$ cat src/verilog/fog_pkg.sv
// Package: register map, field layout and timing of the fail output and pin function block
package fog_pkg;
   // Register byte offsets
   localparam logic [7:0] CTRL_OFS      = 8'h00;
   localparam logic [7:0] DEVICE_STATUS_OFS  = 8'h04;
   localparam logic [7:0] WAKE_STAT_OFS = 8'h08;
   localparam logic [7:0] PWM_OFS       = 8'h0C;
   localparam logic [7:0] LEVEL_OFS     = 8'h10;
   // Control register fields
   localparam int CTRL_FUNC_LSB  = 0;
   localparam int CTRL_FORCE_BIT = 3;
   localparam int CTRL_LOCK_BIT  = 4;
   localparam int CTRL_PULL_LSB  = 5;
   localparam int CTRL_OVR_BIT   = 7;
   // Status register fields
   localparam int STAT_FAIL_BIT  = 0;
   localparam int STAT_WDF_BIT   = 1;
   localparam int STAT_OC_BIT    = 2;
   // Pin function codes
   localparam logic [2:0] FUNC_OFF  = 3'h4;
   localparam logic [2:0] FUNC_WAKE = 3'h5;
   localparam logic [2:0] FUNC_LS   = 3'h6;
   localparam logic [2:0] FUNC_HS   = 3'h7;
   localparam logic [2:0] FUNC_RST  = 3'h0;
   localparam logic [1:0] PULL_RST  = 2'h0;
   // Device modes
   typedef enum logic [2:0]
   {
      MODE_NORMAL   = 3'h0,
      MODE_STOP     = 3'h1,
      MODE_SLEEP    = 3'h2,
      MODE_RESTART  = 3'h3,
      MODE_FAILSAFE = 3'h4
   } fog_mode_t;
   // Timing at 10 MHz
   localparam int CLK_NS         = 100;
   localparam int FILTER_NS      = 16000;
   localparam int FILTER_CYC     = FILTER_NS / CLK_NS;
   localparam int BLANK_NS       = 10000;
   localparam int BLANK_CYC      = BLANK_NS / CLK_NS;
   localparam int INT_PULSE_NS   = 100000;
   localparam int INT_PULSE_CYC  = INT_PULSE_NS / CLK_NS;
endpackage : fog_pkg

$ cat src/verilog/fog_top.sv
// Fail output and multi-purpose pin function logic with APB registers
//
// Our own choices: the APB interface to the registers and the register offsets.
`timescale 1ns/1ps
module fog_top #(
   parameter int PWM_W = 8
) (
   input  wire logic             pclk,
   input  wire logic             presetn,
   input  wire logic             psel,
   input  wire logic             penable,
   input  wire logic             pwrite,
   input  wire logic [7:0]       paddr,
   input  wire logic [31:0]      pwdata,
   output logic      [31:0]      prdata,
   output logic                  pready,
   output logic                  pslverr,
   input  wire logic [2:0]       dev_mode,
   input  wire logic             watchdog_failure_indication_event,
   input  wire logic             wd_trigger_ok,
   input  wire logic             wd_disabled,
   input  wire logic             wd_second_fail_cfg,
   input  wire logic             wd_failsafe_cfg,
   input  wire logic             thermal_shutdown_level_two,
   input  wire logic             regulator_short,
   input  wire logic             regulator_overvoltage,
   input  wire logic             pin_in,
   input  wire logic             overcurrent_in,
   output logic                  pin_out,
   output logic                  pin_oe_n,
   output logic                  pull_up_en,
   output logic                  pull_down_en,
   output logic                  hs_switch_on,
   output logic                  failsafe_req,
   output logic                  wake_req,
   output logic                  intn
);
   // All block state in one record
   typedef struct packed {
      logic [2:0]       func;
      logic             force_on;
      logic             lock;
      logic [1:0]       pull;
      logic             ovr_en;
      logic             failure;
      logic             watchdog_failure_indication;
      logic             wd_first;
      logic             wd_caused;
      logic             fo_latched;
      logic             oc_flag;
      logic             wake_flag;
      logic             level;
      logic             level_vis;
      logic             filt_ref;
      logic [7:0]       blank_cnt;
      logic [7:0]       filt_cnt;
      logic [PWM_W-1:0] duty;
      logic [PWM_W-1:0] period;
      logic [PWM_W-1:0] pwm_cnt;
      logic [3:0]       freq_div;
      logic [3:0]       div_cnt;
      logic [10:0]      int_cnt;
      logic [2:0]       mode_q;
      logic [31:0]      prdata;
      logic             pready;
      logic             pslverr;
      logic             pin_oe_n;
      logic             pull_up;
      logic             pull_down;
      logic             hs_on;
      logic             failsafe;
      logic             wake;
      logic             intn;
   } fog_state_t;

   fog_state_t st_r;
   fog_state_t st_nxt;

   // Fail-output role decode for codes 000 to 010
   function automatic logic is_fo_role(input logic [2:0] f);
      is_fo_role = (f <= 3'h2);
   endfunction : is_fo_role

   logic wr_acc;
   logic wake_role;
   logic fail_cond;
   logic wd_hit;
   logic pwm_on;
   logic [2:0] new_func;
   assign wr_acc    = psel && penable && pwrite && !st_r.pready;
   assign wake_role = (st_r.func == fog_pkg::FUNC_WAKE);

   // Next-state logic
   always_comb
   begin
      st_nxt = st_r;
      st_nxt.pready  = 1'b0;
      st_nxt.pslverr = 1'b0;
      st_nxt.mode_q  = dev_mode;
      new_func       = pwdata[fog_pkg::CTRL_FUNC_LSB +: 3];
      wd_hit = watchdog_failure_indication_event && (!wd_second_fail_cfg || st_r.wd_first);
      if (watchdog_failure_indication_event)
         st_nxt.wd_first = 1'b1;
      fail_cond = thermal_shutdown_level_two || regulator_short
                  || (regulator_overvoltage && st_r.ovr_en);
      if (wd_trigger_ok)
      begin
         st_nxt.watchdog_failure_indication  = 1'b0;
         st_nxt.wd_first = 1'b0;
      end
      // watchdog failure cleared on sleep, other-fail fail-safe, stop with wd off
      if ((dev_mode == fog_pkg::MODE_SLEEP && st_r.mode_q != fog_pkg::MODE_SLEEP)
          || (fail_cond && !wd_hit)
          || (dev_mode == fog_pkg::MODE_STOP && wd_disabled))
      begin
         st_nxt.watchdog_failure_indication  = 1'b0;
         st_nxt.wd_first = 1'b0;
      end
      if (wd_hit)
      begin
         st_nxt.watchdog_failure_indication   = 1'b1;
         st_nxt.wd_caused = 1'b1;
      end
      st_nxt.failsafe = fail_cond || (wd_hit && wd_failsafe_cfg);
      // APB register access, one wait state
      st_nxt.prdata = 32'h0000_0000;
      if (psel && penable && !st_r.pready)
      begin
         st_nxt.pready = 1'b1;
         case (paddr)
            fog_pkg::CTRL_OFS:
            begin
               if (pwrite)
               begin
                  if (!st_r.lock && dev_mode == fog_pkg::MODE_NORMAL)
                     st_nxt.func = new_func;
                  // force bit writable in every role
                  st_nxt.force_on = pwdata[fog_pkg::CTRL_FORCE_BIT];
                  st_nxt.lock   = pwdata[fog_pkg::CTRL_LOCK_BIT];
                  st_nxt.pull   = pwdata[fog_pkg::CTRL_PULL_LSB +: 2];
                  st_nxt.ovr_en = pwdata[fog_pkg::CTRL_OVR_BIT];
               end
               st_nxt.prdata = {24'h00_0000, st_r.ovr_en, st_r.pull, st_r.lock,
                                st_r.force_on, st_r.func};
            end
            fog_pkg::DEVICE_STATUS_OFS:
            begin
               // write one clears failure and overcurrent
               if (pwrite && pwdata[fog_pkg::STAT_FAIL_BIT])
                  st_nxt.failure = 1'b0;
               if (pwrite && pwdata[fog_pkg::STAT_OC_BIT])
                  st_nxt.oc_flag = 1'b0;
               st_nxt.prdata = {29'h0000_0000, st_r.oc_flag, st_r.watchdog_failure_indication, st_r.failure};
            end
            fog_pkg::WAKE_STAT_OFS:
            begin
               if (pwrite && pwdata[0])
                  st_nxt.wake_flag = 1'b0;
               st_nxt.prdata = {31'h0000_0000, st_r.wake_flag};
            end
            fog_pkg::PWM_OFS:
            begin
               if (pwrite)
               begin
                  st_nxt.duty     = pwdata[PWM_W-1:0];
                  st_nxt.period   = pwdata[8 +: PWM_W];
                  st_nxt.freq_div = pwdata[16 +: 4];
               end
               st_nxt.prdata = {12'h000, st_r.freq_div, 8'h00, st_r.duty}
                               | ({24'h00_0000, st_r.period} << 8);
            end
            fog_pkg::LEVEL_OFS:
               // level visible only once normal again
               st_nxt.prdata = {31'h0000_0000, st_r.level_vis};
            default:
               st_nxt.pslverr = 1'b1;
         endcase
      end
      // failure activation sets status flag, set wins over clear
      if (fail_cond || wd_hit)
      begin
         st_nxt.failure    = 1'b1;
         st_nxt.fo_latched = 1'b1;
      end
      // release when failures gone and flag cleared
      // watchdog cause needs cleared failure indication
      if (st_r.fo_latched && !st_nxt.failure && !fail_cond
          && !(st_r.wd_caused && st_nxt.watchdog_failure_indication))
      begin
         st_nxt.fo_latched = 1'b0;
         st_nxt.wd_caused  = 1'b0;
      end
      if (dev_mode == fog_pkg::MODE_RESTART && st_r.mode_q != fog_pkg::MODE_RESTART)
         st_nxt.force_on = 1'b0;
      // Switch roles fall back to off on restart or fail-safe
      if ((dev_mode == fog_pkg::MODE_RESTART || dev_mode == fog_pkg::MODE_FAILSAFE)
          && (st_r.func == fog_pkg::FUNC_LS || st_r.func == fog_pkg::FUNC_HS))
         st_nxt.func = fog_pkg::FUNC_OFF;
      // modulator with prescaler, 0 off, duty above period on
      st_nxt.div_cnt = st_r.div_cnt + 4'h1;
      if (st_r.div_cnt >= st_r.freq_div)
      begin
         st_nxt.div_cnt = 4'h0;
         st_nxt.pwm_cnt = (st_r.pwm_cnt >= st_r.period) ? '0 : st_r.pwm_cnt + 1'b1;
      end
      pwm_on = (st_r.duty != '0) && (st_r.pwm_cnt < st_r.duty);
      // overcurrent sampled during on-time, switch shut down
      if ((st_r.func == fog_pkg::FUNC_LS || st_r.func == fog_pkg::FUNC_HS)
          && pwm_on && overcurrent_in)
      begin
         st_nxt.oc_flag = 1'b1;
         st_nxt.func    = fog_pkg::FUNC_OFF;
      end
      if (!wake_role)
      begin
         st_nxt.blank_cnt = 8'h00;
         st_nxt.filt_cnt  = 8'h00;
      end
      else if (st_r.blank_cnt < 8'(fog_pkg::BLANK_CYC))
         st_nxt.blank_cnt = st_r.blank_cnt + 8'h01;
      else if (pin_in == st_r.filt_ref)
         st_nxt.filt_cnt = 8'h00;
      else if (st_r.filt_cnt < 8'(fog_pkg::FILTER_CYC - 1))
         st_nxt.filt_cnt = st_r.filt_cnt + 8'h01;
      else
      begin
         // Qualified edge
         st_nxt.filt_cnt = 8'h00;
         st_nxt.filt_ref = pin_in;
         st_nxt.level    = pin_in;
         // event stored in second wake status
         st_nxt.wake_flag = 1'b1;
         if (dev_mode == fog_pkg::MODE_NORMAL || dev_mode == fog_pkg::MODE_STOP)
            st_nxt.int_cnt = 11'(fog_pkg::INT_PULSE_CYC);
         if (dev_mode == fog_pkg::MODE_SLEEP)
            st_nxt.wake = 1'b1;
      end
      if (dev_mode != fog_pkg::MODE_SLEEP)
         st_nxt.wake = 1'b0;
      if (st_r.int_cnt != 11'h000)
         st_nxt.int_cnt = st_r.int_cnt - 11'h001;
      st_nxt.intn = (st_nxt.int_cnt == 11'h000);
      if (dev_mode == fog_pkg::MODE_FAILSAFE && st_r.mode_q != fog_pkg::MODE_FAILSAFE)
         st_nxt.wake_flag = 1'b0;
      // status copy frozen outside normal mode
      if (dev_mode == fog_pkg::MODE_NORMAL)
         st_nxt.level_vis = st_r.level;
      // Pin drive per role
      // fail output open drain, active low
      st_nxt.pin_oe_n = 1'b1;
      st_nxt.hs_on    = 1'b0;
      if (is_fo_role(st_nxt.func))
         st_nxt.pin_oe_n = !(st_nxt.fo_latched || st_nxt.force_on);
      else if (st_nxt.func == fog_pkg::FUNC_LS)
         st_nxt.pin_oe_n = !pwm_on;
      else if (st_nxt.func == fog_pkg::FUNC_HS)
         st_nxt.hs_on = pwm_on;
      st_nxt.pull_up   = wake_role && st_r.pull[0];
      st_nxt.pull_down = wake_role && st_r.pull[1];
   end

   // State register
   always_ff @(posedge pclk or negedge presetn)
   begin
      if (!presetn)
      begin
         st_r          <= '0;
         st_r.func     <= fog_pkg::FUNC_RST;
         st_r.pull     <= fog_pkg::PULL_RST;
         st_r.pin_oe_n <= 1'b1;
         st_r.intn     <= 1'b1;
      end
      else
         st_r <= st_nxt;
   end

   assign prdata       = st_r.prdata;
   assign pready       = st_r.pready;
   assign pslverr      = st_r.pslverr;
   assign pin_out      = 1'b0;
   assign pin_oe_n     = st_r.pin_oe_n;
   assign pull_up_en   = st_r.pull_up;
   assign pull_down_en = st_r.pull_down;
   assign hs_switch_on = st_r.hs_on;
   assign failsafe_req = st_r.failsafe;
   assign wake_req     = st_r.wake;
   assign intn         = st_r.intn;

   // Checks
   // flag follows failure
   fail_flag_a: assert property (@(posedge pclk) disable iff (!presetn)
      (thermal_shutdown_level_two || regulator_short) |=> st_r.failure)
      else $error("failure flag not set");
   // pin held low while latched in fo role
   fo_hold_a: assert property (@(posedge pclk) disable iff (!presetn)
      (st_r.fo_latched && is_fo_role(st_r.func)) |=> !st_r.pin_oe_n || !st_r.fo_latched)
      else $error("fail output released early");
   lock_func_a: assert property (@(posedge pclk) disable iff (!presetn)
      (st_r.lock && wr_acc && paddr == fog_pkg::CTRL_OFS && !overcurrent_in
       && dev_mode == fog_pkg::MODE_NORMAL) |=> $stable(st_r.func))
      else $error("locked function changed");
   pull_role_a: assert property (@(posedge pclk) disable iff (!presetn)
      (st_r.pull_up || st_r.pull_down) |-> $past(wake_role))
      else $error("pull enabled outside wake role");
   ovr_gate_a: assert property (@(posedge pclk) disable iff (!presetn)
      (!st_r.failure && regulator_overvoltage && !st_r.ovr_en && !thermal_shutdown_level_two
       && !regulator_short && !watchdog_failure_indication_event) |=> !st_r.failure)
      else $error("overvoltage set failure while disabled");
   int_pulse_a: assert property (@(posedge pclk) disable iff (!presetn)
      $fell(st_r.intn) |=> !st_r.intn [*8])
      else $error("interrupt pulse too short");
   force_role_a: assert property (@(posedge pclk) disable iff (!presetn)
      (st_r.func == fog_pkg::FUNC_OFF) |-> st_r.pin_oe_n || $past(st_r.func) != st_r.func)
      else $error("pin driven in off role");
   force_rst_a: assert property (@(posedge pclk) disable iff (!presetn)
      (dev_mode == fog_pkg::MODE_RESTART && st_r.mode_q != fog_pkg::MODE_RESTART)
      |=> !st_r.force_on)
      else $error("force survived restart");
   // fail-safe request follows a present failure
   fs_req_a: assert property (@(posedge pclk) disable iff (!presetn)
      (thermal_shutdown_level_two || regulator_short) |=> st_r.failsafe)
      else $error("fail-safe request missing");
   // watchdog off in stop drops the watchdog failure
   wd_stop_a: assert property (@(posedge pclk) disable iff (!presetn)
      (dev_mode == fog_pkg::MODE_STOP && wd_disabled && !watchdog_failure_indication_event) |=> !st_r.watchdog_failure_indication)
      else $error("watchdog failure kept in stop");
   // fail-safe entry drops the wake event
   wake_fs_a: assert property (@(posedge pclk) disable iff (!presetn)
      (dev_mode == fog_pkg::MODE_FAILSAFE && st_r.mode_q != fog_pkg::MODE_FAILSAFE)
      |=> !st_r.wake_flag)
      else $error("wake event kept at fail-safe entry");
endmodule : fog_top

$ cat config.mk
export PLATFORM = sky130hd
export DESIGN_NAME = fog_top
export DESIGN_NICKNAME = d
export VERILOG_FILES = /design/src/verilog/fog_pkg.sv /design/src/verilog/fog_top.sv
export SDC_FILE = /design/constraint.sdc
export NUM_CORES = 1
export LEC_CHECK = 0
export ABC_AREA = 1
export BUFFER_PORTS_ARGS = -buffer_cell sky130_fd_sc_hd__buf_2
export CORE_MARGIN = 8
export CORE_UTILIZATION = 61
export DETAILED_ROUTE_END_ITERATION = 10
export PLACE_DENSITY = 0.94
export SYNTH_ARGS = -nofsm -noshare
export SYNTH_HDL_FRONTEND = slang
export SYNTH_SLANG_ARGS = --single-unit
$ cat constraint.sdc
create_clock -name pclk -period 4.6 [get_ports pclk]
set_input_delay 0.69 -clock pclk [delete_from_list [all_inputs] [get_ports pclk]]
set_output_delay 0.69 -clock pclk [all_outputs]
set_load 0.005 [all_outputs]
==> results.py, run 1 <==
metrics = {
    "sta": {
        "fin_crit_ns": 2.10,
        "slew_viol_final": 0,
        "hold_viol": 0,
        "setup_violations": 0,
        "hold_ws_ns": 0.410,
        "finalCritPeriodShare_pct": 45.7,
        "max_slew_margin_pct": 41.6,
        "fmax_ghz": 0.475,
        "fin_worst_skew_ns": 0.0157,
        "finalWorstSetupSlack_ns": 2.50,
        "tightestPinTransition_ns": 0.876,
        "rsz0062_at_grt": "no",
        "tns_ns": 0,
    },
    "detailed_routing": {
        "ant_nets": 0,
        "wl_per_cell_um": 14.7,
        "dr_total_vias": 4490,
        "drc": 0,
        "drt_iter0_markers": 403,
        "drt-pass1-iter-count": 5,
        "wl_mm": 12.3,
        "via_per_inst": 5.38,
    },
    "worst_setup_path": {
        "cp-end-kind": "flip-flop",
        "critPathKind": "flip-flop to flip-flop",
        "r2r-end": "st_r[93]",
        "arrival_ns": 2.38,
        "crit_required_ns": 4.87,
        "critPathLaunchType": "flip-flop",
        "rrSetupSlack_ns": 2.50,
        "cp_max_fo": 12,
        "rr_worst_depth": 9,
        "timing.rr.start": "st_r[120]",
    },
    "grt": {
        "antenna_found_initial": 0,
        "grt_util_all_layers_pct": 19.8,
        "grt_max_degree": 71,
        "grt_pass1_vias": 4504,
        "overflow": 0,
        "grt_pass1_wl_mm": 20.6,
    },
    "logic_synthesis": {
        "synth_edf_count": 0,
        "yosysTopAreaCell": "dfrtp_1",
        "seq_area_frac_synth_pct": 47.2,
        "dominantRegCellSynth": "dfrtp_1",
        "synthTopCellsByArea": "dfrtp_1 (46%), nand2_1 (7.5%), inv_1 (6.7%), ha_1 (5.2%), buf_4 (4.5%)",
        "synth_top_area_share_pct": 46.3,
        "synth-seq-cells": 108,
        "async_reset_ff_share_pct": 100,
        "yosysWarningCount": 0,
        "synth_area_per_cell_um2": 8.65,
        "synth_cell_types": 50,
        "syn_inst": 662,
        "netlist_area_mm2": 0.00573,
    },
    "floorplan": {
        "core_area_mm2": 0.00920,
        "die_height_um": 113,
        "start_util_pct": 62.3,
        "placementRows": 35,
        "die_area_mm2": 0.0127,
        "die_w_um": 113,
        "ioPinCount": 100,
    },
    "hold_path": {
        "worst_hold_path_type": "input port to asynchronous set/reset pin",
    },
    "clocking": {
        "postCtsSetupRepairBufs": 0,
        "numCtsBuffers": 9,
        "cts_root_buf": "clkbuf_8",
        "clockBufferDepth": 2,
        "clock_latency_ns": 0.37,
        "cts.sinks": 108,
        "cts.htree.levels": 3,
        "cts.hold.buffers_added": 0,
        "cts_resized": 0,
        "clk_pin_slew_ns": 0.11,
        "cts_tree": "done",
    },
    "placement": {
        "place_congestion": 0.830,
        "place_area_mm2": 0.00599,
        "io_buffers": 74,
        "pre_cts_ws_ns": 2.22,
        "dp_hpwl_mm": 9.00,
    },
    "finish": {
        "num_antenna_cells": 0,
        "syn2layout_area_growth_pct": 7.95,
        "design_area_mm2": 0.00618,
        "nets": 801,
        "drive_above_1_share_pct": 20.6,
    },
    "flow_run": {
        "drv_cap": 0,
    },
    "power": {
        "p_per_area_mw_per_mm2": 325,
        "power_leakage_nw": 3.34,
        "total_power_mw": 2.01,
        "max-vdd-ir-drop_mv": 0.183,
    },
    "run_status": {
        "outcome": "finished, final reports clean",
    },
}
[registers in the layout, indices dropped and copies added (netlist names)]
| register | flops |
|---|---|
| hs_switch_on | 1 |
| st_r | 79 |
| intn | 1 |
| pull_up_en | 1 |
| pin_oe_n | 1 |
| wake_req | 1 |
| pslverr | 1 |
| failsafe_req | 1 |
| prdata | 20 |
| pull_down_en | 1 |
| pready | 1 |
[synthesized netlist by cell type (3+ instances only)]
cell type	count
a21oi_1	23
a21oi_2	13
buf_4	34
buf_6	3
dfrtp_1	106
ha_1	24
inv_1	103
mux2_4	3
nand2_1	114
nand2_2	7
nand3_1	40
nand3_2	4
nand4_1	10
nor2_1	68
nor2_2	12
nor2_4	3
nor3_1	20
o21ai_0	20
o21ai_1	4
o21ai_2	4
o22ai_1	3
xor2_1	10
[where the power goes]
part           switching, mW  internal (mW)
Clock                  0.332          0.258
Sequential            0.0646           1.02
Combinational          0.218          0.122
[per-stage QoR]
step | utilization (%) | instances
final | 67.3 | 835
after global routing | 67.3 | 835
after CTS | 67.3 | 835
after detailed placement | 65.1 | 819
after global placement | 65.1 | 819
after floorplan | - | 674
[routing by layer]
metal | GRT usage, % | wire (µm) | part of all wire (%) | vias up
li1 | - | - | - | 2171
met1 | 25.3 | 5360 | 44 | 2100
met2 | 31.0 | 5670 | 46 | 188
met3 | 4.63 | 873 | 7.1 | 31
met4 | 9.86 | 351 | 2.9 | 0
met5 | 0 | 0 | 0 | -
[cell usage in the layout (no fill, tap or decap), types with 4 or more instances in the layout]
cell,count
o21ai_0,20
inv_1,103
buf_2,73
conb_1,13
inv_6,4
nand3_2,4
nand2_1,114
o21ai_2,4
xor2_1,10
nand2_2,7
clkbuf_8,9
dfrtp_1,106
ha_1,24
a21oi_1,23
nor2_1,68
nor3_1,20
nor2_2,12
nand4_1,10
nand3_1,40
o21ai_1,4
a21oi_2,13
[critical path, cell delays in order (launching register included)]
cell and delay (ns):
dfrtp_1 0.41, nand2_1 0.07, nor2_1 0.54, nand2_1 0.40
nand3_1 0.15, inv_1 0.07, nand3_1 0.11, nor2_1 0.05
o21ai_0 0.14, nor2_1 0.06
[how the worst max path moves through the flow]
stage,from,endpoint,slack [ns],cells after the start
3_5_place_dp,paddr[4],st_r[59],2.22,8
3_3_place_gp,paddr[4],st_r[71],2.26,8
4_1_cts,st_r[120],st_r[93],2.51,9
6_report,st_r[120],st_r[93],2.50,9
2_1_floorplan,paddr[5],st_r[59],2.73,7
5_1_grt,st_r[120],st_r[93],2.21,9
[kinds of logic (layout without fill, tap and decap cells)]
kind of cell             count (synthesis)  after routing  synth area share [%]
AO/OA/AOI/OAI                           78             78                  8.65
AND/OR/NAND/NOR                        288            288                  23.7
adder cells (fa/ha/maj)                 24             24                  5.24
multiplexers                             4              4                 0.961
other                                    1             13                0.0655
flip-flops                             108            108                  47.2
XOR/XNOR                                12             12                  1.83
buffers and inverters                  147            197                  12.4
[area by class of cell]
type / instances / area [µm²]
clock inverters: 6 / 70.1
fillers: 653 / 3010
multi-input cells: 419 / 2360
repair buffers: 75 / 380
clock buffers: 10 / 128
well taps: 111 / 139
flip-flops and latches: 108 / 2710
inverters: 106 / 403
(Power assumes the default switching activity.)
==> run 2: changes to the inputs <==
--- a/config.mk
+++ b/config.mk
@@ -8,9 +8,9 @@
 export ABC_AREA = 1
 export BUFFER_PORTS_ARGS = -buffer_cell sky130_fd_sc_hd__buf_2
 export CORE_MARGIN = 8
-export CORE_UTILIZATION = 61
+export CORE_UTILIZATION = 51
 export DETAILED_ROUTE_END_ITERATION = 10
-export PLACE_DENSITY = 0.94
+export PLACE_DENSITY = 0.85
 export SYNTH_ARGS = -nofsm -noshare
 export SYNTH_HDL_FRONTEND = slang
 export SYNTH_SLANG_ARGS = --single-unit
==> constraint.sdc (replaced) <==
create_clock -name pclk -period 1.8 [get_ports pclk]
set_input_delay 0.27 -clock pclk [delete_from_list [all_inputs] [get_ports pclk]]
set_output_delay 0.27 -clock pclk [all_outputs]
set_load 0.005 [all_outputs]
==> run 2 against run 1 <==
Against the previous run: the run now ends with setup timing left; fmax grew 16%; combinational power grew to 3.1 times the previous value; first-iteration DRC count grew 7.2%; flip-flop and latch count is the same; critical endpoint is now intn; clock skew grew 0.00071 ns.
==> results.py, run 2 (same netlist as run 1, synthesis figures left out) <==
metrics = {
    "run_status": {
        "outcome": "finished, violations left",
        "violations": "setup timing",
    },
    "detailed_routing": {
        "wl_mm": 13.4,
        "drc": 0,
        "via_per_inst": 5.14,
        "dr_total_vias": 4640,
        "drt-pass1-iter-count": 5,
        "drt_iter0_markers": 432,
        "ant_nets": 0,
        "wl_per_cell_um": 14.8,
    },
    "power": {
        "power_leakage_nw": 3.56,
        "total_power_mw": 5.36,
        "max-vdd-ir-drop_mv": 0.579,
        "p_per_area_mw_per_mm2": 802,
    },
    "finish": {
        "fill_cells": 878,
        "stdcell_count": 903,
        "nets": 839,
        "syn2layout_area_growth_pct": 16.8,
        "layout_commonest_cell": "nand2_1",
        "largest_reg_flops": 79,
        "final_core_util_pct": 61.4,
        "max_flop_register": "st_r",
        "final_cell_mix": "nand2_1 (108), dfrtp_1 (106), inv_1 (94)",
        "drive_above_1_share_pct": 29.4,
        "design_area_mm2": 0.00669,
    },
    "placement": {
        "dp_hpwl_mm": 9.48,
        "dp_cells": 870,
        "pre_cts_ws_ns": -0.0130,
        "place_congestion": 0.849,
        "place_area_mm2": 0.00621,
        "io_buffers": 74,
    },
    "sta": {
        "finalCritPeriodShare_pct": 101,
        "hold_viol": 0,
        "tns_ns": -0.0140,
        "hold_ws_ns": 0.0719,
        "fmax_ghz": 0.551,
        "slew_viol_final": 0,
        "fin_crit_ns": 1.81,
        "rsz0062_at_grt": "yes",
        "fin_worst_skew_ns": 0.0164,
        "finalWorstSetupSlack_ns": -0.0140,
        "setup_violations": 1,
    },
    "clocking": {
        "cts.htree.levels": 3,
        "cts_tree": "done",
        "clk_pin_slew_ns": 0.10,
        "cts_root_buf": "clkbuf_8",
        "clockBufferDepth": 2,
        "cts.sinks": 108,
        "numCtsBuffers": 9,
        "clock_latency_ns": 0.38,
    },
    "worst_setup_path": {
        "critPathLaunchType": "flip-flop",
        "cp-end-kind": "flip-flop",
        "cp_max_fo": 5,
        "r2r-end": "intn",
        "timing.rr.start": "st_r[45]",
        "critPathKind": "flip-flop to flip-flop",
        "rrSetupSlack_ns": -0.01,
        "rr_worst_depth": 11,
        "crit_required_ns": 2.12,
        "arrival_ns": 2.13,
    },
    "floorplan": {
        "core_area_mm2": 0.0109,
        "start_util_pct": 52.6,
        "placementRows": 38,
        "die_area_mm2": 0.0149,
        "ioPinCount": 100,
        "die_height_um": 122,
        "die_w_um": 122,
    },
    "grt": {
        "grt_max_degree": 44,
        "grt_util_all_layers_pct": 17.6,
        "grt_pass1_vias": 4433,
        "grt_pass1_wl_mm": 20.9,
        "overflow": 0,
        "antenna_found_initial": 1,
    },
    "hold_path": {
        "hp-start": "dev_mode[1]",
        "worst_hold_path_type": "input port to flip-flop",
        "min_path_cells": 1,
        "holdPathEnd": "st_r[42]",
    },
    "flow_run": {
        "drv_cap": 0,
    },
}
-- run 2: cell count changes in the layout (fill, tap and decap cells not counted), moves of 3 or more --
cell / change
nor2_1: -9
ha_1: -4
inv_1: -9
inv_2: +9
nand2_1: -6
nor2_4: +3
nand3_1: -6
nand2_2: +6
nand3_2: +6
buf_4: +34
nor2_2: +6
-- run 2: worst max-delay path by stage --
| stage | from | end | slack [ns] | cells past startpoint |
|---|---|---|---|---|
| after floorplan | st_r[44] | intn | 0.16 | 11 |
| after global placement | st_r[84] | hs_switch_on | 0.06 | 9 |
| after detailed placement | st_r[87] | intn | -0.01 | 11 |
| after CTS | st_r[70] | pin_oe_n | 0.009 | 9 |
| after global routing | st_r[45] | intn | -0.11 | 11 |
| final | st_r[45] | intn | -0.01 | 11 |
-- run 2: area by class of cell --
type                       instances  area, µm²  area share, %
antenna                            1       2.50         0.0374
clock inverter                     5       58.8          0.879
inverter                         106        403           6.02
clock buffer                      11        141           2.11
tap                              140        175           2.62
timing repair buffer             112        686           10.3
sequential                       108       2710           40.4
multi-input combinational        420       2520           37.6
-- run 2: per-layer routing --
layer  global-route usage, %  wire [µm]  vias up
li1                        -          -     2258
met1                    22.6       5830     2217
met2                    28.8       6550      145
met3                    3.98        818       20
met4                    5.55        206        0
met5                       0          0        -
-- run 2: timing repair --
action                                  CTS  global route
pin swaps                                 2            15
hold buffers                              1             0
endpoints found under the setup margin    4            21
resized for setup                         2            44
cloned                                    0             1
buffers inserted                          2            12
endpoints found under the hold margin    28             0
-- run 2: report_power, final --
group | leakage, nW | switching, mW | internal (mW) | total [mW]
combinational | 2.07 | 0.621 | 0.452 | 1.07
sequential | 1.39 | 0.178 | 2.60 | 2.78
clock | 0.0960 | 0.829 | 0.685 | 1.51
-- run 2: worst max-delay path: stages (launching register included) --
cell and delay [ns]:
dfrtp_1 0.40, inv_1 0.08, ha_2 0.17, nand2_1 0.06, nor2_2 0.15, nand3_2 0.16, buf_4 0.18, nand2_1 0.09
nand3_2 0.11, nor2_4 0.13, nand3_2 0.10, nor2_1 0.12
